===== src/rtl/prb_pkg.sv =====
// constants shared by the pwm run, transfer and brake logic
`default_nettype none

package prb_pkg;

	localparam int unsigned CH_NUM  = 4;
	localparam int unsigned CNT_W   = 10;
	localparam int unsigned ADDR_W  = 12;

	// register indexes; byte address is four times the index
	localparam logic [7:0] IDX_RELOAD_LO  = 8'hD1;
	localparam logic [7:0] IDX_RELOAD_HI  = 8'hD2;
	localparam logic [7:0] IDX_CMP_LO0    = 8'hD3;
	localparam logic [7:0] IDX_CMP_HI     = 8'hD7;
	localparam logic [7:0] IDX_RUN_CTRL   = 8'hDA;
	localparam logic [7:0] IDX_BRAKE_CTRL = 8'hDB;
	localparam logic [7:0] IDX_STATUS     = 8'hDC;

	// pwm_run_control fields
	localparam int unsigned RUN_BIT  = 7;
	localparam int unsigned SHADOW_TRANSFER_REQUEST_BIT = 6;
	localparam logic [3:0][2:0] INV_BIT_POS = {3'h5, 3'h4, 3'h2, 3'h1};

	// brake_control fields
	localparam int unsigned HALT_SEL_BIT = 7;
	localparam int unsigned PIN_POL_BIT  = 6;
	localparam int unsigned PIN_EN_BIT   = 5;
	localparam int unsigned BRAKE_EN_BIT = 4;

	// compare high register holds two bits per channel
	localparam int unsigned CMP_HI_W = 2;

	localparam logic [9:0] CMP_ZERO     = 10'h000;
	localparam logic [9:0] CMP_ALL_ONES = 10'h3FF;
	localparam logic [9:0] CNT_STEP     = 10'h001;

	localparam logic [7:0] RUN_CTRL_RST   = 8'h00;
	localparam logic [7:0] BRAKE_CTRL_RST = 8'h00;
	localparam logic [9:0] SHADOW_RST     = 10'h000;
	localparam logic       OUT_RST        = 1'b1;

endpackage : prb_pkg

`default_nettype wire


===== src/rtl/prb_chan.sv =====
// one pwm channel: compare waveform, halt hold, inversion and brake forcing
`default_nettype none

module prb_chan
	import prb_pkg::*;
(
	input  wire logic       pclk,
	input  wire logic       presetn,
	input  wire logic [9:0] count,
	input  wire logic [9:0] cmp,
	input  wire logic       underflow,
	input  wire logic       update,
	input  wire logic       invert,
	input  wire logic       brake,
	input  wire logic       level,
	output logic            pwm_out
);

	typedef struct packed {
		logic raw;
		logic out;
	} prb_chan_state_t;

	prb_chan_state_t s_reg;
	prb_chan_state_t s_next;

	always_comb begin
		s_next = s_reg;
		// braking freezes the waveform so it resumes unchanged
		if (update) begin
			if (underflow) begin
				s_next.raw = (cmp != CMP_ALL_ONES);
			end else if (count == cmp && cmp != CMP_ZERO) begin
				s_next.raw = 1'b0;
			end
		end
		s_next.out = brake ? level : (s_reg.raw ^ invert);
	end

	always_ff @(posedge pclk or negedge presetn) begin
		if (!presetn) begin
			s_reg <= '{raw: OUT_RST, out: OUT_RST};
		end else begin
			s_reg <= s_next;
		end
	end

	assign pwm_out = s_reg.out;
endmodule : prb_chan

`default_nettype wire


===== src/rtl/prb_top.sv =====
// pwm run control, shadow transfer, inversion and brake with an apb register slave
//
// What this block does
// - run 0 halts counter at its preset; run 1 lets it count down.
// - halted with brake asserted, each output equals its brake level bit.
// - halted without brake, outputs hold their last compare result.
// - shadows stay apart until transfer is set, then copy at next underflow.
// - hardware clears transfer after the copy so software can poll it.
// - per-channel invert bit swaps high and low phases of the output.
// - while brake is asserted all outputs take their brake level bits.
// - brake enable 0 means brake never asserts.
// - enabled with halt select and pin enable both 0: brake always on.
// - enabled with halt select 1: brake exactly while run is 0.
// - pin mode: brake while pin level equals the pin polarity bit.
// - a pin-caused brake clears the run bit.
// - when brake ends each output returns to its level before brake.
// - clearing run without halt-select brake keeps the outputs at their levels just before.
// - period counter is a 10-bit down counter reloaded at underflow.
// - output high from underflow until compare matches, then low.
// - compare zero or above reload stays high; all ones stays low.
//
// Our own choice: the APB register port.
`default_nettype none

module prb_top
	import prb_pkg::*;
(
	input  wire logic              pclk,
	input  wire logic              presetn,
	input  wire logic              psel,
	input  wire logic              penable,
	input  wire logic              pwrite,
	input  wire logic [ADDR_W-1:0] paddr,
	input  wire logic [31:0]       pwdata,
	output logic [31:0]            prdata,
	output logic                   pready,
	output logic                   pslverr,
	input  wire logic              brake_pin,
	output logic [CH_NUM-1:0]      pwm_out
);

	typedef struct packed {
		logic                        run;
		logic                        shadow_transfer_request;
		logic [CH_NUM-1:0]           inv;
		logic [7:0]                  brk;
		logic [CNT_W-1:0]            reload_sh;
		logic [CNT_W-1:0]            reload_act;
		logic [CNT_W-1:0]            count;
		logic [CH_NUM-1:0][CNT_W-1:0] cmp_sh;
		logic [CH_NUM-1:0][CNT_W-1:0] cmp_act;
		logic [31:0]                 prdata;
	} prb_top_state_t;

	prb_top_state_t s_reg;
	prb_top_state_t s_next;

	logic                         wr_acc;
	logic                         rd_setup;
	logic                         mapped;
	logic                         underflow;
	logic                         brake_act;
	logic                         pin_brake;
	logic [CH_NUM-1:0][CNT_W-1:0] cmp_eff;

	function automatic logic reg_hit(input logic [ADDR_W-1:0] a, input logic [7:0] idx);
		return a == {2'h0, idx, 2'h0};
	endfunction : reg_hit

	function automatic logic [7:0] run_ctrl_image(input prb_top_state_t s);
		logic [7:0] v;
		v = 8'h00;
		v[RUN_BIT] = s.run;
		v[SHADOW_TRANSFER_REQUEST_BIT] = s.shadow_transfer_request;
		for (int i = 0; i < CH_NUM; i++) begin
			v[INV_BIT_POS[i]] = s.inv[i];
		end
		return v;
	endfunction : run_ctrl_image

	////////////////////////////////////////////////////////////////////////
	// brake decode

	always_comb begin
		pin_brake = s_reg.brk[BRAKE_EN_BIT] && !s_reg.brk[HALT_SEL_BIT] && s_reg.brk[PIN_EN_BIT]
			&& (brake_pin == s_reg.brk[PIN_POL_BIT]);
		if (!s_reg.brk[BRAKE_EN_BIT]) begin
			brake_act = 1'b0;
		// illegal pair falls to halt select
		end else if (s_reg.brk[HALT_SEL_BIT]) begin
			brake_act = !s_reg.run;
		end else if (s_reg.brk[PIN_EN_BIT]) begin
			brake_act = pin_brake;
		end else begin
			brake_act = 1'b1;
		end
	end

	assign underflow = s_reg.run && s_reg.count == CMP_ZERO;
	assign wr_acc    = psel && penable && pwrite;
	assign rd_setup  = psel && !penable && !pwrite;

	always_comb begin
		mapped = reg_hit(paddr, IDX_RELOAD_LO) || reg_hit(paddr, IDX_RELOAD_HI)
			|| reg_hit(paddr, IDX_CMP_HI) || reg_hit(paddr, IDX_RUN_CTRL)
			|| reg_hit(paddr, IDX_BRAKE_CTRL) || reg_hit(paddr, IDX_STATUS);
		for (int i = 0; i < CH_NUM; i++) begin
			if (reg_hit(paddr, 8'(IDX_CMP_LO0 + i))) begin
				mapped = 1'b1;
			end
		end
	end

	////////////////////////////////////////////////////////////////////////
	// next state

	always_comb begin
		s_next = s_reg;

		if (!s_reg.run) begin
			s_next.count = s_reg.reload_act;
		end else if (underflow) begin
			s_next.count = s_reg.shadow_transfer_request ? s_reg.reload_sh : s_reg.reload_act;
		end else begin
			s_next.count = s_reg.count - CNT_STEP;
		end

		if (underflow && s_reg.shadow_transfer_request) begin
			s_next.reload_act = s_reg.reload_sh;
			s_next.cmp_act = s_reg.cmp_sh;
			s_next.shadow_transfer_request = 1'b0;
		end

		// a software write in the same cycle wins, so a new request is never lost
		if (wr_acc) begin
			if (reg_hit(paddr, IDX_RUN_CTRL)) begin
				s_next.run = pwdata[RUN_BIT];
				s_next.shadow_transfer_request = pwdata[SHADOW_TRANSFER_REQUEST_BIT];
				for (int i = 0; i < CH_NUM; i++) begin
					s_next.inv[i] = pwdata[INV_BIT_POS[i]];
				end
			end
			if (reg_hit(paddr, IDX_BRAKE_CTRL)) begin
				s_next.brk = pwdata[7:0];
			end
			if (reg_hit(paddr, IDX_RELOAD_LO)) begin
				s_next.reload_sh[7:0] = pwdata[7:0];
			end
			if (reg_hit(paddr, IDX_RELOAD_HI)) begin
				s_next.reload_sh[9:8] = pwdata[1:0];
			end
			for (int i = 0; i < CH_NUM; i++) begin
				if (reg_hit(paddr, 8'(IDX_CMP_LO0 + i))) begin
					s_next.cmp_sh[i][7:0] = pwdata[7:0];
				end
				if (reg_hit(paddr, IDX_CMP_HI)) begin
					s_next.cmp_sh[i][9:8] = pwdata[CMP_HI_W*i +: CMP_HI_W];
				end
			end
		end

		// pin brake clears run
		// the pin stays the master while it is active, so it beats a software set
		if (pin_brake) begin
			s_next.run = 1'b0;
		end

		// read data is captured in the setup cycle so it leaves a flip-flop
		if (rd_setup) begin
			s_next.prdata = 32'h0000_0000;
			if (reg_hit(paddr, IDX_RUN_CTRL)) begin
				s_next.prdata[7:0] = run_ctrl_image(s_reg);
			end
			if (reg_hit(paddr, IDX_BRAKE_CTRL)) begin
				s_next.prdata[7:0] = s_reg.brk;
			end
			if (reg_hit(paddr, IDX_RELOAD_LO)) begin
				s_next.prdata[7:0] = s_reg.reload_sh[7:0];
			end
			if (reg_hit(paddr, IDX_RELOAD_HI)) begin
				s_next.prdata[1:0] = s_reg.reload_sh[9:8];
			end
			if (reg_hit(paddr, IDX_STATUS)) begin
				s_next.prdata[CH_NUM:0] = {brake_act, pwm_out};
			end
			for (int i = 0; i < CH_NUM; i++) begin
				if (reg_hit(paddr, 8'(IDX_CMP_LO0 + i))) begin
					s_next.prdata[7:0] = s_reg.cmp_sh[i][7:0];
				end
				if (reg_hit(paddr, IDX_CMP_HI)) begin
					s_next.prdata[CMP_HI_W*i +: CMP_HI_W] = s_reg.cmp_sh[i][9:8];
				end
			end
		end
	end

	always_ff @(posedge pclk or negedge presetn) begin
		if (!presetn) begin
			s_reg <= '{
				run:        RUN_CTRL_RST[RUN_BIT],
				shadow_transfer_request:       RUN_CTRL_RST[SHADOW_TRANSFER_REQUEST_BIT],
				inv:        '0,
				brk:        BRAKE_CTRL_RST,
				reload_sh:  SHADOW_RST,
				reload_act: SHADOW_RST,
				count:      SHADOW_RST,
				cmp_sh:     '0,
				cmp_act:    '0,
				prdata:     32'h0000_0000
			};
		end else begin
			s_reg <= s_next;
		end
	end

	assign prdata  = s_reg.prdata;
	assign pready  = 1'b1;
	assign pslverr = psel && penable && !mapped;

	////////////////////////////////////////////////////////////////////////
	// channels

	for (genvar g = 0; g < CH_NUM; g++) begin : g_chan
		// the cycle that starts at a transfer already uses the new compare
		assign cmp_eff[g] = (underflow && s_reg.shadow_transfer_request) ? s_reg.cmp_sh[g] : s_reg.cmp_act[g];

		prb_chan u_chan (
			.pclk      (pclk),
			.presetn   (presetn),
			.count     (s_reg.count),
			.cmp       (cmp_eff[g]),
			.underflow (underflow),
			.update    (s_reg.run && !brake_act),
			.invert    (s_reg.inv[g]),
			.brake     (brake_act),
			.level     (s_reg.brk[g]),
			.pwm_out   (pwm_out[g])
		);
	end
endmodule : prb_top

`default_nettype wire


===== config.mk =====
export PLATFORM = sky130hd
export DESIGN_NAME = prb_top
export DESIGN_NICKNAME = d
export VERILOG_FILES = /design/src/rtl/prb_pkg.sv /design/src/rtl/prb_chan.sv /design/src/rtl/prb_top.sv
export SDC_FILE = /design/constraint.sdc
export NUM_CORES = 1
export LEC_CHECK = 0
export BUFFER_PORTS_ARGS = -buffer_cell sky130_fd_sc_hd__buf_2
export CORE_MARGIN = 1.5
export CORE_UTILIZATION = 50
export DETAILED_ROUTE_END_ITERATION = 16
export PLACE_DENSITY = 0.79
export SYNTH_ARGS = -nofsm -noshare
export SYNTH_HDL_FRONTEND = slang
export SYNTH_SLANG_ARGS = --single-unit

===== constraint.sdc =====
create_clock -name pclk -period 3.3 [get_ports pclk]
set_input_delay 0.825 -clock pclk [delete_from_list [all_inputs] [get_ports pclk]]
set_output_delay 0.825 -clock pclk [all_outputs]
set_load 0.01 [all_outputs]

# Word level (Yosys, flattened, before mapping)
# Cells that the tools add are included.
# totals
mem_bits_ro	0
mem_count	0
out_inout_bits	38
latch_bits	0
register_bits	140
elab_cells	151
in_bits	50
ram_bits	0
# classes
bitwise_logic	4
n_shift	0
muxes	47
eq_ne	19
n_lt_le_gt_ge	0
n_reduce_logical	51
div_mod_pow	0
multipliers	0
add_sub_neg	1
# op_table
operator	count
12-bit by 10-bit equality test with 1-bit output (second input constant)	10
8-bit 2-to-1 mux	10
10-bit 2-to-1 mux	7
10-bit equality test	4
10-bit inequality test (second input constant)	4
10-bit nonzero test	4
2-bit AND reduction	14
24-bit 2-to-1 mux	1
1-bit 2-to-1 mux	21
1-bit logical AND	15
2-bit 2-to-1 mux	6
2-bit nonzero test	6
10-bit logical NOT	1
10-bit by 1-bit subtractor with 10-bit output (second input constant)	1
1-bit logical NOT	6
6-bit 2-to-1 mux	1
1-bit logical OR	5
5-bit 2-to-1 mux	1
1-bit bitwise XOR	4
1-bit equality test	1

# Longest topological paths before layout
# Gate-level depths: netlist of run 1.
# logic_depth
depth_word	17
ltp_mapped	13
mapped_depth_nobuf	10

# Hierarchy
# Synthesis of run 1 repeated with hierarchy kept, for this count alone.
# hier_totals
cells_unflattened	678
area_unflattened_um2	7845.0
# by_module_without_submodules
mod	n_inst	cells_each	area_each_um2	seq_area_each_um2
prb_top	1	562	6869.1	3303.2
prb_chan	4	29	244.0	52.6

# Least setup slack after synthesis of run 1
# Ideal clock, no wire load.
# synth_timing
path_kind	input to output
start	in paddr[1]
end	out pslverr
arrival_time_ps	2231
setup_slack_ps	244
path_stages	5
t_required_ps	2475
n_path_buf	0
cell_sequence	nor4b_1 -> nand3b_1 -> or3_1 -> o2111ai_1 -> nor4_1
# synth_between
elab_chain_len	12
word_cells_on_any_way	21
classes_between	eq/ne: 10; mux: 4; reduce/logical: 7
# synth_lines
element	line	text
start, declared	prb_top.sv:33	input wire logic [ADDR_W-1:0] paddr,
12-bit by 10-bit equality test with 1-bit output	prb_top.sv:67	return a == {2'h0, idx, 2'h0};
1-bit logical OR	prb_top.sv:104	mapped = reg_hit(paddr, IDX_RELOAD_LO) || reg_hit(paddr, IDX_RELOAD_HI)
1-bit logical OR (2 in a row)	prb_top.sv:105	|| reg_hit(paddr, IDX_CMP_HI) || reg_hit(paddr, IDX_RUN_CTRL)
1-bit logical OR (2 in a row)	prb_top.sv:106	|| reg_hit(paddr, IDX_BRAKE_CTRL) || reg_hit(paddr, IDX_STATUS);
1-bit 2-to-1 mux (3 in a row)	prb_top.sv:108	if (reg_hit(paddr, 8'(IDX_CMP_LO0 + i))) begin
1-bit 2-to-1 mux (*)	prb_top.sv:108	
1-bit logical NOT (*)	prb_top.sv:218	assign pslverr = psel && penable && !mapped;
1-bit logical AND (*)	prb_top.sv:218	
end, declared	prb_top.sv:37	output logic pslverr,
# Mark *: on every way between the ends. The rest lies on a longest branch, timed or not.

# Worst setup path in the final report of run 1
# layout_timing
start	in paddr[11]
end	out pslverr
# The elaborated chain is that of the path after synthesis.

==> results.md, run 1 <==
- Hold WS: 0.373 ns
- Die X: 126 µm
- Final net count: ~850
- Total chip power: roughly 3.9 mW
- Die area: roughly 16,000 µm²
- Post-synth top flop: dfrtp_1
- Initial antenna violation count: 0
- Worst-margin pin slew: 0.695 ns
- Hold_buf cts: 0
- Final core occ: 58.5%
- Comb pwr share: about 4.1%
- Largest register FFs: ~120
- Compound-gate portion of the synthesized area: between 10% and 20%
- Pint: 2.91 mW
- PnR worst setup slack: 0.221 ns
- Area Growth Syn to Fin: 13.0%
- H-tree depth: 4
- RSZ-0062 raised after global routing: false
- Syn Inst Count: 747
- I/O pin count: between 80 and 90
- Starting density of the core: between 50% and 60%
- Async S/R FF share, synth: between 90% and 100%
- Clock Path Buffers: 2
- Post-synth cell types: 73
- Slew HR: 53.7%
- Routed WL per cell: 23.2 µm
- Pwr Density: between 400 and 500 nW/µm²
- Crit share post-route: 93.3%
- Synth warn: 0
- CP arrival: 2.25 ns
- Post-CTS Setup Bufs: 0
- Router iterations before antenna repair: 7
- GRT overflow: 0
- Net Sw Power: 0.945 mW
- Worst vdd ir: approximately 0.00035 V
- DPL Wire Length: 16,200 µm
- Via count: 6,401
- DRC violation total after the first TritonRoute iteration: 856
- Flop pwr share: between 40 and 50%
- Design Area, Final: roughly 8600 µm²
- Setup Total Neg Slack: 0 ns
- Clk pwr share: 50.8%
- Adder-cell area share of the yosys netlist: less than 1%
- Largest net degree at the start of global routing: 72
- Clk_skew: around 0.0068 ns
- Antenna diode count: 0
- Post-Synth Simple-Gate Area: 15.1%
- Clock Latency Late Sink: approximately 0.44 ns
- CP Data Required Time: 2.47 ns
- Worst Setup EP: pslverr
- Total Routing Usage GR: approximately 30%
- Post-Layout Cell Count: between 900 and 1,000
- Reg2Reg Depth: 9
- Run status: finished clean
- #FFs+latches synth: 140
- Crit path capture type: output port
- Min Tclk post-route: 3.08 ns
- First-pass GRT wire length: 35,500 µm
- Layout cells sized above 1: 25.8%
- GP Congestion: 0.972
- DRC: 0
- Sequential share of the synthesized area: between 40% and 50%
- Max_cap viols: 0
- Max-slew violation count: 0
- Largest family of logic cells by synthesized area: simple AND/OR/NAND/NOR gates
- Number of synthesized flops with an enable pin: 0
- Fmax: around 0.32 GHz
- Sink Count: 140
- CTS root buffer: clkbuf_16
- Placement Setup Slack: 0.244 ns
- CTS resizes: 0
- CP Max Fanout: 5
- Dpl cells: around 960
- Synth Area in XOR/XNOR: between 3 and 4%
- Worst flop-to-flop path startpoint: s_reg[113]$_DFF_PN0_
- Synthesized area: 7610 µm²
- Total core area: 14,700 µm²
- Hold Crit Class: in -> async
- CTS tree: built
- Reg-to-Reg End: g_chan[2].u_chan.s_reg[1]$_DFFE_PN1P_
- Fin. Hold Viols: 0
- Vias in the first global route: 6,192
- PortBufs: 38
- CP startpoint kind: input port
- Final setup fails: 0
- # rows: 44
- Critical path class: in -> out
- Vias/cell: approximately 6.5
- Critical path origin: paddr[11]
- CTS buffer count: 17
- Sw frac: 24.5%
- Post-DRT Antenna Nets: 0
- Avg Cell Area, Syn: ~10 µm²
- Dpl cell area: 8000 µm²
- Die Height: around 130 µm
- Clock Pin Slew Worst Setup and Hold Paths: roughly 0.06 ns
- Leakage: 4.36 nW
- Post-synthesis mux area share: 13.6%
- R2r setup slk: ~0.48 ns
- Post-Route WL: 23,000 µm
-- synth_stat cells (all sizes together), types with 6 or more instances --
| cell | number | area share [%] |
|---|---|---|
| o22ai | 16 | 1.3 |
| nand3 | 12 | 0.79 |
| a2111oi | 6 | 0.69 |
| a21oi | 26 | 1.7 |
| o21ai | 18 | 1.2 |
| nor2 | 43 | 2.2 |
| or3 | 7 | 0.58 |
| o31ai | 17 | 1.7 |
| inv | 38 | 1.9 |
| dfstp | 8 | 2.8 |
| xor2 | 11 | 1.3 |
| mux2 | 73 | 11 |
| nand2 | 75 | 3.7 |
| nor4 | 14 | 1.4 |
| xnor2 | 16 | 1.8 |
| buf | 50 | 4.7 |
| clkbuf | 22 | 1.1 |
| dfrtp | 132 | 43 |
| or2 | 6 | 0.49 |
| mux2i | 21 | 2.8 |
| nor3 | 16 | 1.3 |
| nand4 | 20 | 1.7 |
| a22oi | 14 | 1.4 |
-- cell type report --
cell class                      count  area [µm²]
Clock buffer                       17         425
Tap cell                          184         230
Timing Repair Buffer               77         502
Clock inverter                     15         178
Multi-Input combinational cell    520        3610
Sequential cell                   140        3510
Fill cell                        1216        6100
Inverter                           38         143
-- metal layers --
metal	global-route usage [%]	routed length (µm)
met5	0	0
met4	10.8	634
met3	7.68	2470
met2	44.9	10500
met1	41.6	9370
-- kinds of logic after synthesis --
kind of cell,after synthesis
muxes,94
buffers and inverters,110
adders and majority gates,2
xor gates and xnor gates,27
and+or+nand+nor,222
other,2
DFF,140
AOI/OAI and AO/OA,150
-- critical path, stage by stage --
cell,delay (ns)
buf_2,0.09
nor4bb_1,0.36
nand2_1,0.19
or3_1,0.44
o2111ai_1,0.13
nor4_1,0.07
buf_2,0.14
-- worst min-delay path by stage --
stage	startpoint	cells after the start	slack, ns	end
after global placement	s_reg[124]$_DFFE_PN0P_	2	0.45	s_reg[124]$_DFFE_PN0P_
final	presetn	1	0.37	s_reg[105]$_DFFE_PN0P_
after CTS	presetn	1	0.42	s_reg[105]$_DFFE_PN0P_
after detailed placement	s_reg[129]$_DFFE_PN0P_	2	0.46	s_reg[129]$_DFFE_PN0P_
after global routing	presetn	1	0.45	s_reg[105]$_DFFE_PN0P_
after floorplan	s_reg[124]$_DFFE_PN0P_	2	0.44	s_reg[124]$_DFFE_PN0P_
-- power by group through the flow --
| stage | logic (mW) | registers (mW) | clock network (mW) |
|---|---|---|---|
| 2_1_floorplan | 0.0983 | 1.77 | 0 |
| 3_3_place_gp | 0.156 | 1.77 | 0 |
| 3_5_place_dp | 0.157 | 1.77 | 0 |
| 4_1_cts | 0.158 | 1.74 | 1.97 |
| 5_1_grt | 0.177 | 1.74 | 2.04 |
| 6_report | 0.160 | 1.74 | 1.96 |
-- placed cells by master (no fill, tap or decap), types with 5 or more instances in the layout --
cell	n
buf_2	37
a222oi_1	5
mux2i_1	21
a221oi_1	5
nor2_1	42
a21oi_1	26
or3_1	7
o31ai_1	17
a2111oi_0	6
nand3_1	12
xnor2_1	16
clkinv_4	5
buf_4	38
or2_2	6
nand4_1	19
mux2_2	73
nand2_1	75
o22ai_1	16
inv_1	38
clkbuf_16	17
conb_1	25
inv_6	5
nor4_1	12
dfrtp_1	132
and3_1	5
nor3_1	12
o21ai_0	18
a22oi_1	14
xor2_1	11
dfstp_2	8
Note: power is estimated with default switching activity, not from simulation.
==> run 2: changes to the inputs <==
- CELL_PAD_IN_SITES_DETAIL_PLACEMENT: not set -> 0
- CELL_PAD_IN_SITES_GLOBAL_PLACEMENT: not set -> 2
- CORE_UTILIZATION: 50 -> 38
- PLACE_DENSITY: 0.79 -> 0.89
==> run 2 against run 1 <==
  * Via count down 2.9%
  * Die area up 31%
  * Register-to-register slack about the same
  * Sequential cell count unchanged
  * Final cell count up 8.2%
  * Sequential share of layout area down 0.40 points
  * Combinational power about the same
  * Largest cell class unchanged
  * Highest routed layer unchanged
==> results.md, run 2 (synthesis gave the netlist of run 1 again) <==
- Worst flop-to-flop path startpoint: s_reg[113]$_DFF_PN0_
- Via count: 6,214 (-2.9%)
- Hold Crit Class: in -> async
- Clk_skew: 0.00636 ns (-0.000469 ns)
- Placement Setup Slack: 0.235 ns (-0.00858 ns)
- CP Data Required Time: 2.47 ns (about the same)
- Die X: 145 µm (+14%)
- Reg2Reg Depth: 9 (unchanged)
- Comb pwr share: 4.2% (about the same)
- CTS tree: built
- R2r setup slk: 0.49 ns (about the same)
- Setup Total Neg Slack: 0 ns (unchanged)
- Starting density of the core: 39.0% (-13 points)
- DPL Wire Length: 17,300 µm (+6.8%)
- Layout cells sized above 1: 25.5% (-0.25 points)
- Total core area: 19,500 µm² (+33%)
- DRC violation total after the first TritonRoute iteration: 551 (-36%)
- CP Max Fanout: 5 (unchanged)
- Leakage: 4.33 nW (-0.61%)
- CTS buffer count: 17 (unchanged)
- Sink Count: 140 (unchanged)
- Net Sw Power: 0.913 mW (-3.3%)
- Post-DRT Antenna Nets: 0 (unchanged)
- Die Height: 145 µm (+14%)
- CTS resizes: 0 (unchanged)
- Die area: 20,900 µm² (+31%)
- Sw frac: 23.9% (-0.63 points)
- Vias in the first global route: 5,984 (-3.4%)
- DRC: 0 (unchanged)
- Largest net degree at the start of global routing: 48 (-33%)
- Most common cell after layout, fill and taps aside: dfrtp_1
- Clock Latency Late Sink: 0.44 ns (about the same)
- RSZ-0062 raised after global routing: false
- Pwr Density: 440 nW/µm² (-1.7%)
- Total Routing Usage GR: 23.8% (-6.0 points)
- Clk pwr share: 50.3% (-0.5 points)
- Largest register FFs: 124 (unchanged)
- PortBufs: 38 (unchanged)
- CTS root buffer: clkbuf_16
- Clock Path Buffers: 2 (unchanged)
- CP startpoint kind: input port
- Router iterations before antenna repair: 8 (+1)
- Fin. Hold Viols: 0 (unchanged)
- # rows: 51 (+16%)
- Most frequent cells in the layout: dfrtp_1 (132), nand2_1 (75), mux2_2 (73)
- First-pass GRT wire length: 36,200 µm (+2.0%)
- Run status: finished clean
- Worst-margin pin slew: 0.754 ns (+0.0589 ns)
- Pint: 2.91 mW (about the same)
- Max-slew violation count: 0 (unchanged)
- GRT overflow: 0 (unchanged)
- Crit share post-route: 92.2% (-1.0 points)
- Post-CTS Setup Bufs: 0 (unchanged)
- Clock Pin Slew Worst Setup and Hold Paths: 0.06 ns (about the same)
- Max_cap viols: 0 (unchanged)
- Hold_buf cts: 0 (unchanged)
- Post-Route WL: 23,800 µm (+3.5%)
- Hold WS: 0.321 ns (-0.0518 ns)
- Area Growth Syn to Fin: 14.1%
- Crit path capture type: output port
- GP Congestion: 0.923 (-5.0%)
- Final setup fails: 0 (unchanged)
- Fmax: 0.328 GHz (+1.1%)
- Slew HR: 49.7% (-4.0 points)
- Antenna diode count: 0 (unchanged)
- I/O pin count: 88 (unchanged)
- Reg-to-Reg End: g_chan[0].u_chan.s_reg[1]$_DFFE_PN1P_
- Initial antenna violation count: 0 (unchanged)
- Worst vdd ir: 0.000361 V (+2.2%)
- Min Tclk post-route: 3.04 ns (-0.0344 ns)
- Vias/cell: 5.80 (-10%)
- # fillers: 1,944 (+60%)
- Final net count: 846 (unchanged)
- Flop pwr share: 45.4% (+0.3 points)
- Routed WL per cell: 22.2 µm (-4.3%)
- Critical path class: in -> out
- H-tree depth: 4 (unchanged)
- PnR worst setup slack: 0.256 ns (+0.0344 ns)
- CP arrival: 2.22 ns (-0.03 ns)
## run 2: final cells by class
cell class | instances | area (µm²) | area share, %
clock buffer | 20 | 447 | 5.14
clock inverter | 12 | 140 | 1.61
inverter | 38 | 143 | 1.64
multi-input combinational | 520 | 3610 | 41.6
sequential | 140 | 3510 | 40.4
tap | 265 | 332 | 3.82
timing repair buffer | 77 | 502 | 5.78
## run 2: worst max-delay path, cell delays in order
cell,delay [ns]
buf_2,0.10
nor4bb_1,0.35
nand2_1,0.18
or3_1,0.42
o2111ai_1,0.12
nor4_1,0.08
buf_2,0.14
## run 2: per-layer routing
| metal | global-route usage, % | part of all wire (%) | vias to the layer above |
|---|---|---|---|
| met1 | 33.4 | 44 | 3126 |
| met4 | 9.94 | 3.3 | 0 |
| met5 | 0 | 0 | - |
| li1 | - | - | 2770 |
| met2 | 35.3 | 45 | 266 |
| met3 | 5.30 | 7.1 | 52 |
## run 2: metrics by stage
stage          utilization [%]  power (mW)  instances  area, µm²
2_1_floorplan                -        1.86        770       7700
3_3_place_gp              41.5        1.93       1040       8100
3_5_place_dp              41.5        1.93       1040       8100
4_1_cts                   44.5        3.85       1072       8690
5_1_grt                   44.5        3.93       1072       8690
6_report                  44.5        3.83       1072       8690
## run 2: power groups by stage
stage	registers (mW)	logic [mW]	clock network (mW)
2_1_floorplan	1.77	0.0983	0
3_3_place_gp	1.77	0.161	0
3_5_place_dp	1.77	0.162	0
4_1_cts	1.74	0.162	1.95
5_1_grt	1.74	0.180	2.01
6_report	1.74	0.162	1.93
## run 2: how the worst max path moves through the flow
stage	start	endpoint	slack, ns	cells after the start
CTS	paddr[11]	pslverr	0.23	7
floorplan	paddr[1]	pslverr	0.24	5
finish	paddr[11]	pslverr	0.26	7
global placement	paddr[11]	pslverr	0.26	7
global route	paddr[11]	pslverr	0.09	7
detailed placement	paddr[11]	pslverr	0.23	7
==> run 3: changes to the inputs <==
- CORE_ASPECT_RATIO: not set -> 0.5
==> run 3 against run 2 <==
  * Die area up 0.25%
  * Largest power group unchanged
  * Power increased by 0.88%
  * First-iteration DRC count is 19% lower
  * Register-to-register slack worse by 0.13 ns
  * Critical path depth grew 1
  * Largest cell class unchanged
  * Utilization rose by 0.38 points
  * Worst setup slack worse by 0.15 ns
  * Combinational power barely moved
  * Highest routed layer unchanged
  * Sequential cell count did not move
  * Non-clock buffer count grew 8
==> results.md, run 3 (synthesis gave the netlist of run 1 again) <==
- Run status: finished clean
- Most common cell after layout, fill and taps aside: dfrtp_1
- CP startpoint kind: input port
- Via count: 6,302 (+1.4%)
- H-tree depth: 4 (unchanged)
- Most frequent cells in the layout: dfrtp_1 (132), nand2_1 (75), mux2_2 (73)
- Clock Path Buffers: 2 (unchanged)
- Post-Route WL: 24,000 µm (+0.76%)
- Final setup fails: 0 (unchanged)
- Sink Count: 140 (unchanged)
- Reg2Reg Depth: 8 (-1)
- Hold_buf cts: 0 (unchanged)
- Vias/cell: 5.83 (+0.57%)
- DRC violation total after the first TritonRoute iteration: 446 (-19%)
- GP Congestion: 0.883 (-4.4%)
- Largest net degree at the start of global routing: 52 (+8.3%)
- Final net count: 854 (+0.95%)
- Met3 WL: 1900 µm (+13%)
- Fin. Hold Viols: 0 (unchanged)
- Area Growth Syn to Fin: 15.2%
- DR top layer: met4
- Crit path capture type: output port
- CTS root buffer: clkbuf_16
- Total chip power: 3.86 mW (+0.88%)
- Die area: 20,900 µm² (+0.25%)
- CP Max Fanout: 5 (unchanged)
- Clk_skew: 0.0171 ns (+0.0107 ns)
- Setup Total Neg Slack: 0 ns (unchanged)
- Initial antenna violation count: 0 (unchanged)
- CTS buffer count: 17 (unchanged)
- Vias in the first global route: 5,843 (-2.4%)
- Total Routing Usage GR: 23.7% (-0.092 points)
- Max_cap viols: 0 (unchanged)
- First-pass GRT wire length: 36,500 µm (+0.95%)
- Starting density of the core: 38.9% (-0.045 points)
- Max-slew violation count: 0 (unchanged)
- Fmax: 0.313 GHz (-4.8%)
- Post-CTS Setup Bufs: 0 (unchanged)
- Die Height: 103 µm (-29%)
- Pwr Density: 440 nW/µm² (about the same)
- DR WL met2: 10,200 µm (-5.6%)
- Critical path class: in -> out
- # fillers: 1,872 (-3.7%)
- Layout cells sized above 1: 26.5% (+0.98 points)
- Worst vdd ir: 0.000310 V (-14%)
- DRC: 0 (unchanged)
- CTS resizes: 0 (unchanged)
- Clock Pin Slew Worst Setup and Hold Paths: 0.07 ns (about the same)
- WL met1: 11,500 µm (+9.4%)
- Router iterations before antenna repair: 5 (-3)
- CTS tree: built
- Hold Crit Class: in -> async
- CP arrival: 2.37 ns (+0.15 ns)
- Largest register FFs: 124 (unchanged)
- PortBufs: 38 (unchanged)
- # rows: 36 (-29%)
- RSZ-0062 raised after global routing: false
- CP Data Required Time: 2.47 ns (about the same)
- Min Tclk post-route: 3.20 ns (+0.154 ns)
- Clock Latency Late Sink: 0.44 ns (about the same)
- DPL Wire Length: 17,600 µm (+1.9%)
- Post-DRT Antenna Nets: 0 (unchanged)
- GRT overflow: 0 (unchanged)
- Crit share post-route: 96.9% (+4.7 points)
- Slew HR: 46.9% (-2.8 points)
- Worst-margin pin slew: 0.795 ns (+0.0416 ns)
- I/O pin count: 88 (unchanged)
- Leakage: 4.40 nW (+1.5%)
- Die X: 203 µm (+41%)
- Total core area: 19,500 µm² (+0.12%)
- Antenna diode count: 0 (unchanged)
- Routed WL per cell: 22.2 µm (about the same)
run 3: metal layers:
layer | track usage [%] | up-vias
met5 | 0 | -
met4 | 6.61 | 0
met3 | 5.53 | 28
met2 | 34.9 | 273
li1 | - | 2791
met1 | 34.6 | 3210
run 3: critical path, cell delays in order:
cell and delay [ns]:
buf_2 0.09, nor4b_1 0.44, buf_4 0.22, nand3b_1 0.11
or3_1 0.34, o2111ai_1 0.12, nor4_1 0.09, buf_2 0.14
run 3: final timing paths:
check | start | endpoint | slack (ns)
setup reg to reg | s_reg[117]$_DFF_PN0_ | g_chan[2].u_chan.s_reg[1]$_DFFE_PN1P_ | 0.36
max in group asynchronous | presetn | g_chan[0].u_chan.s_reg[1]$_DFFE_PN1P_ | 2.28
hold reg to reg | s_reg[129]$_DFFE_PN0P_ | s_reg[129]$_DFFE_PN0P_ | 0.47
setup / recovery | paddr[1] | pslverr | 0.10
hold / removal | presetn | s_reg[145]$_DFFE_PN0P_ | 0.26
min in group pclk | s_reg[129]$_DFFE_PN0P_ | s_reg[129]$_DFFE_PN0P_ | 0.47
run 3: final cells by class:
| type | count | area, µm² | area share, % |
|---|---|---|---|
| clock buffer | 17 | 425 | 4.85 |
| clock inverter | 15 | 173 | 1.97 |
| inverter | 38 | 143 | 1.63 |
| multi-input combinational | 520 | 3610 | 41.2 |
| sequential | 140 | 3510 | 40.1 |
| tap | 266 | 333 | 3.79 |
| timing repair buffer | 85 | 574 | 6.55 |
run 3: where the power goes:
group / switching, mW / internal [mW] / total [mW]
sequential: 0.00832 / 1.73 / 1.74
clock: 0.885 / 1.08 / 1.96
combinational: 0.114 / 0.0454 / 0.160
total: 1.01 / 2.85 / 3.86
run 3: per-stage QoR:
| stage | worst slack [ns] | instances | hold WS (ns) | area (µm²) | utilization [%] |
|---|---|---|---|---|---|
| global placement | 0.0691 | 1049 | 0.453 | 8170 | 41.8 |
| global route | 0.0722 | 1081 | 0.273 | 8770 | 44.9 |
| finish | 0.101 | 1081 | 0.263 | 8770 | 44.9 |
| detailed placement | 0.119 | 1049 | 0.456 | 8170 | 41.8 |
| floorplan | 0.244 | 770 | 0.439 | 7700 | - |
| CTS | 0.101 | 1081 | 0.263 | 8770 | 44.9 |
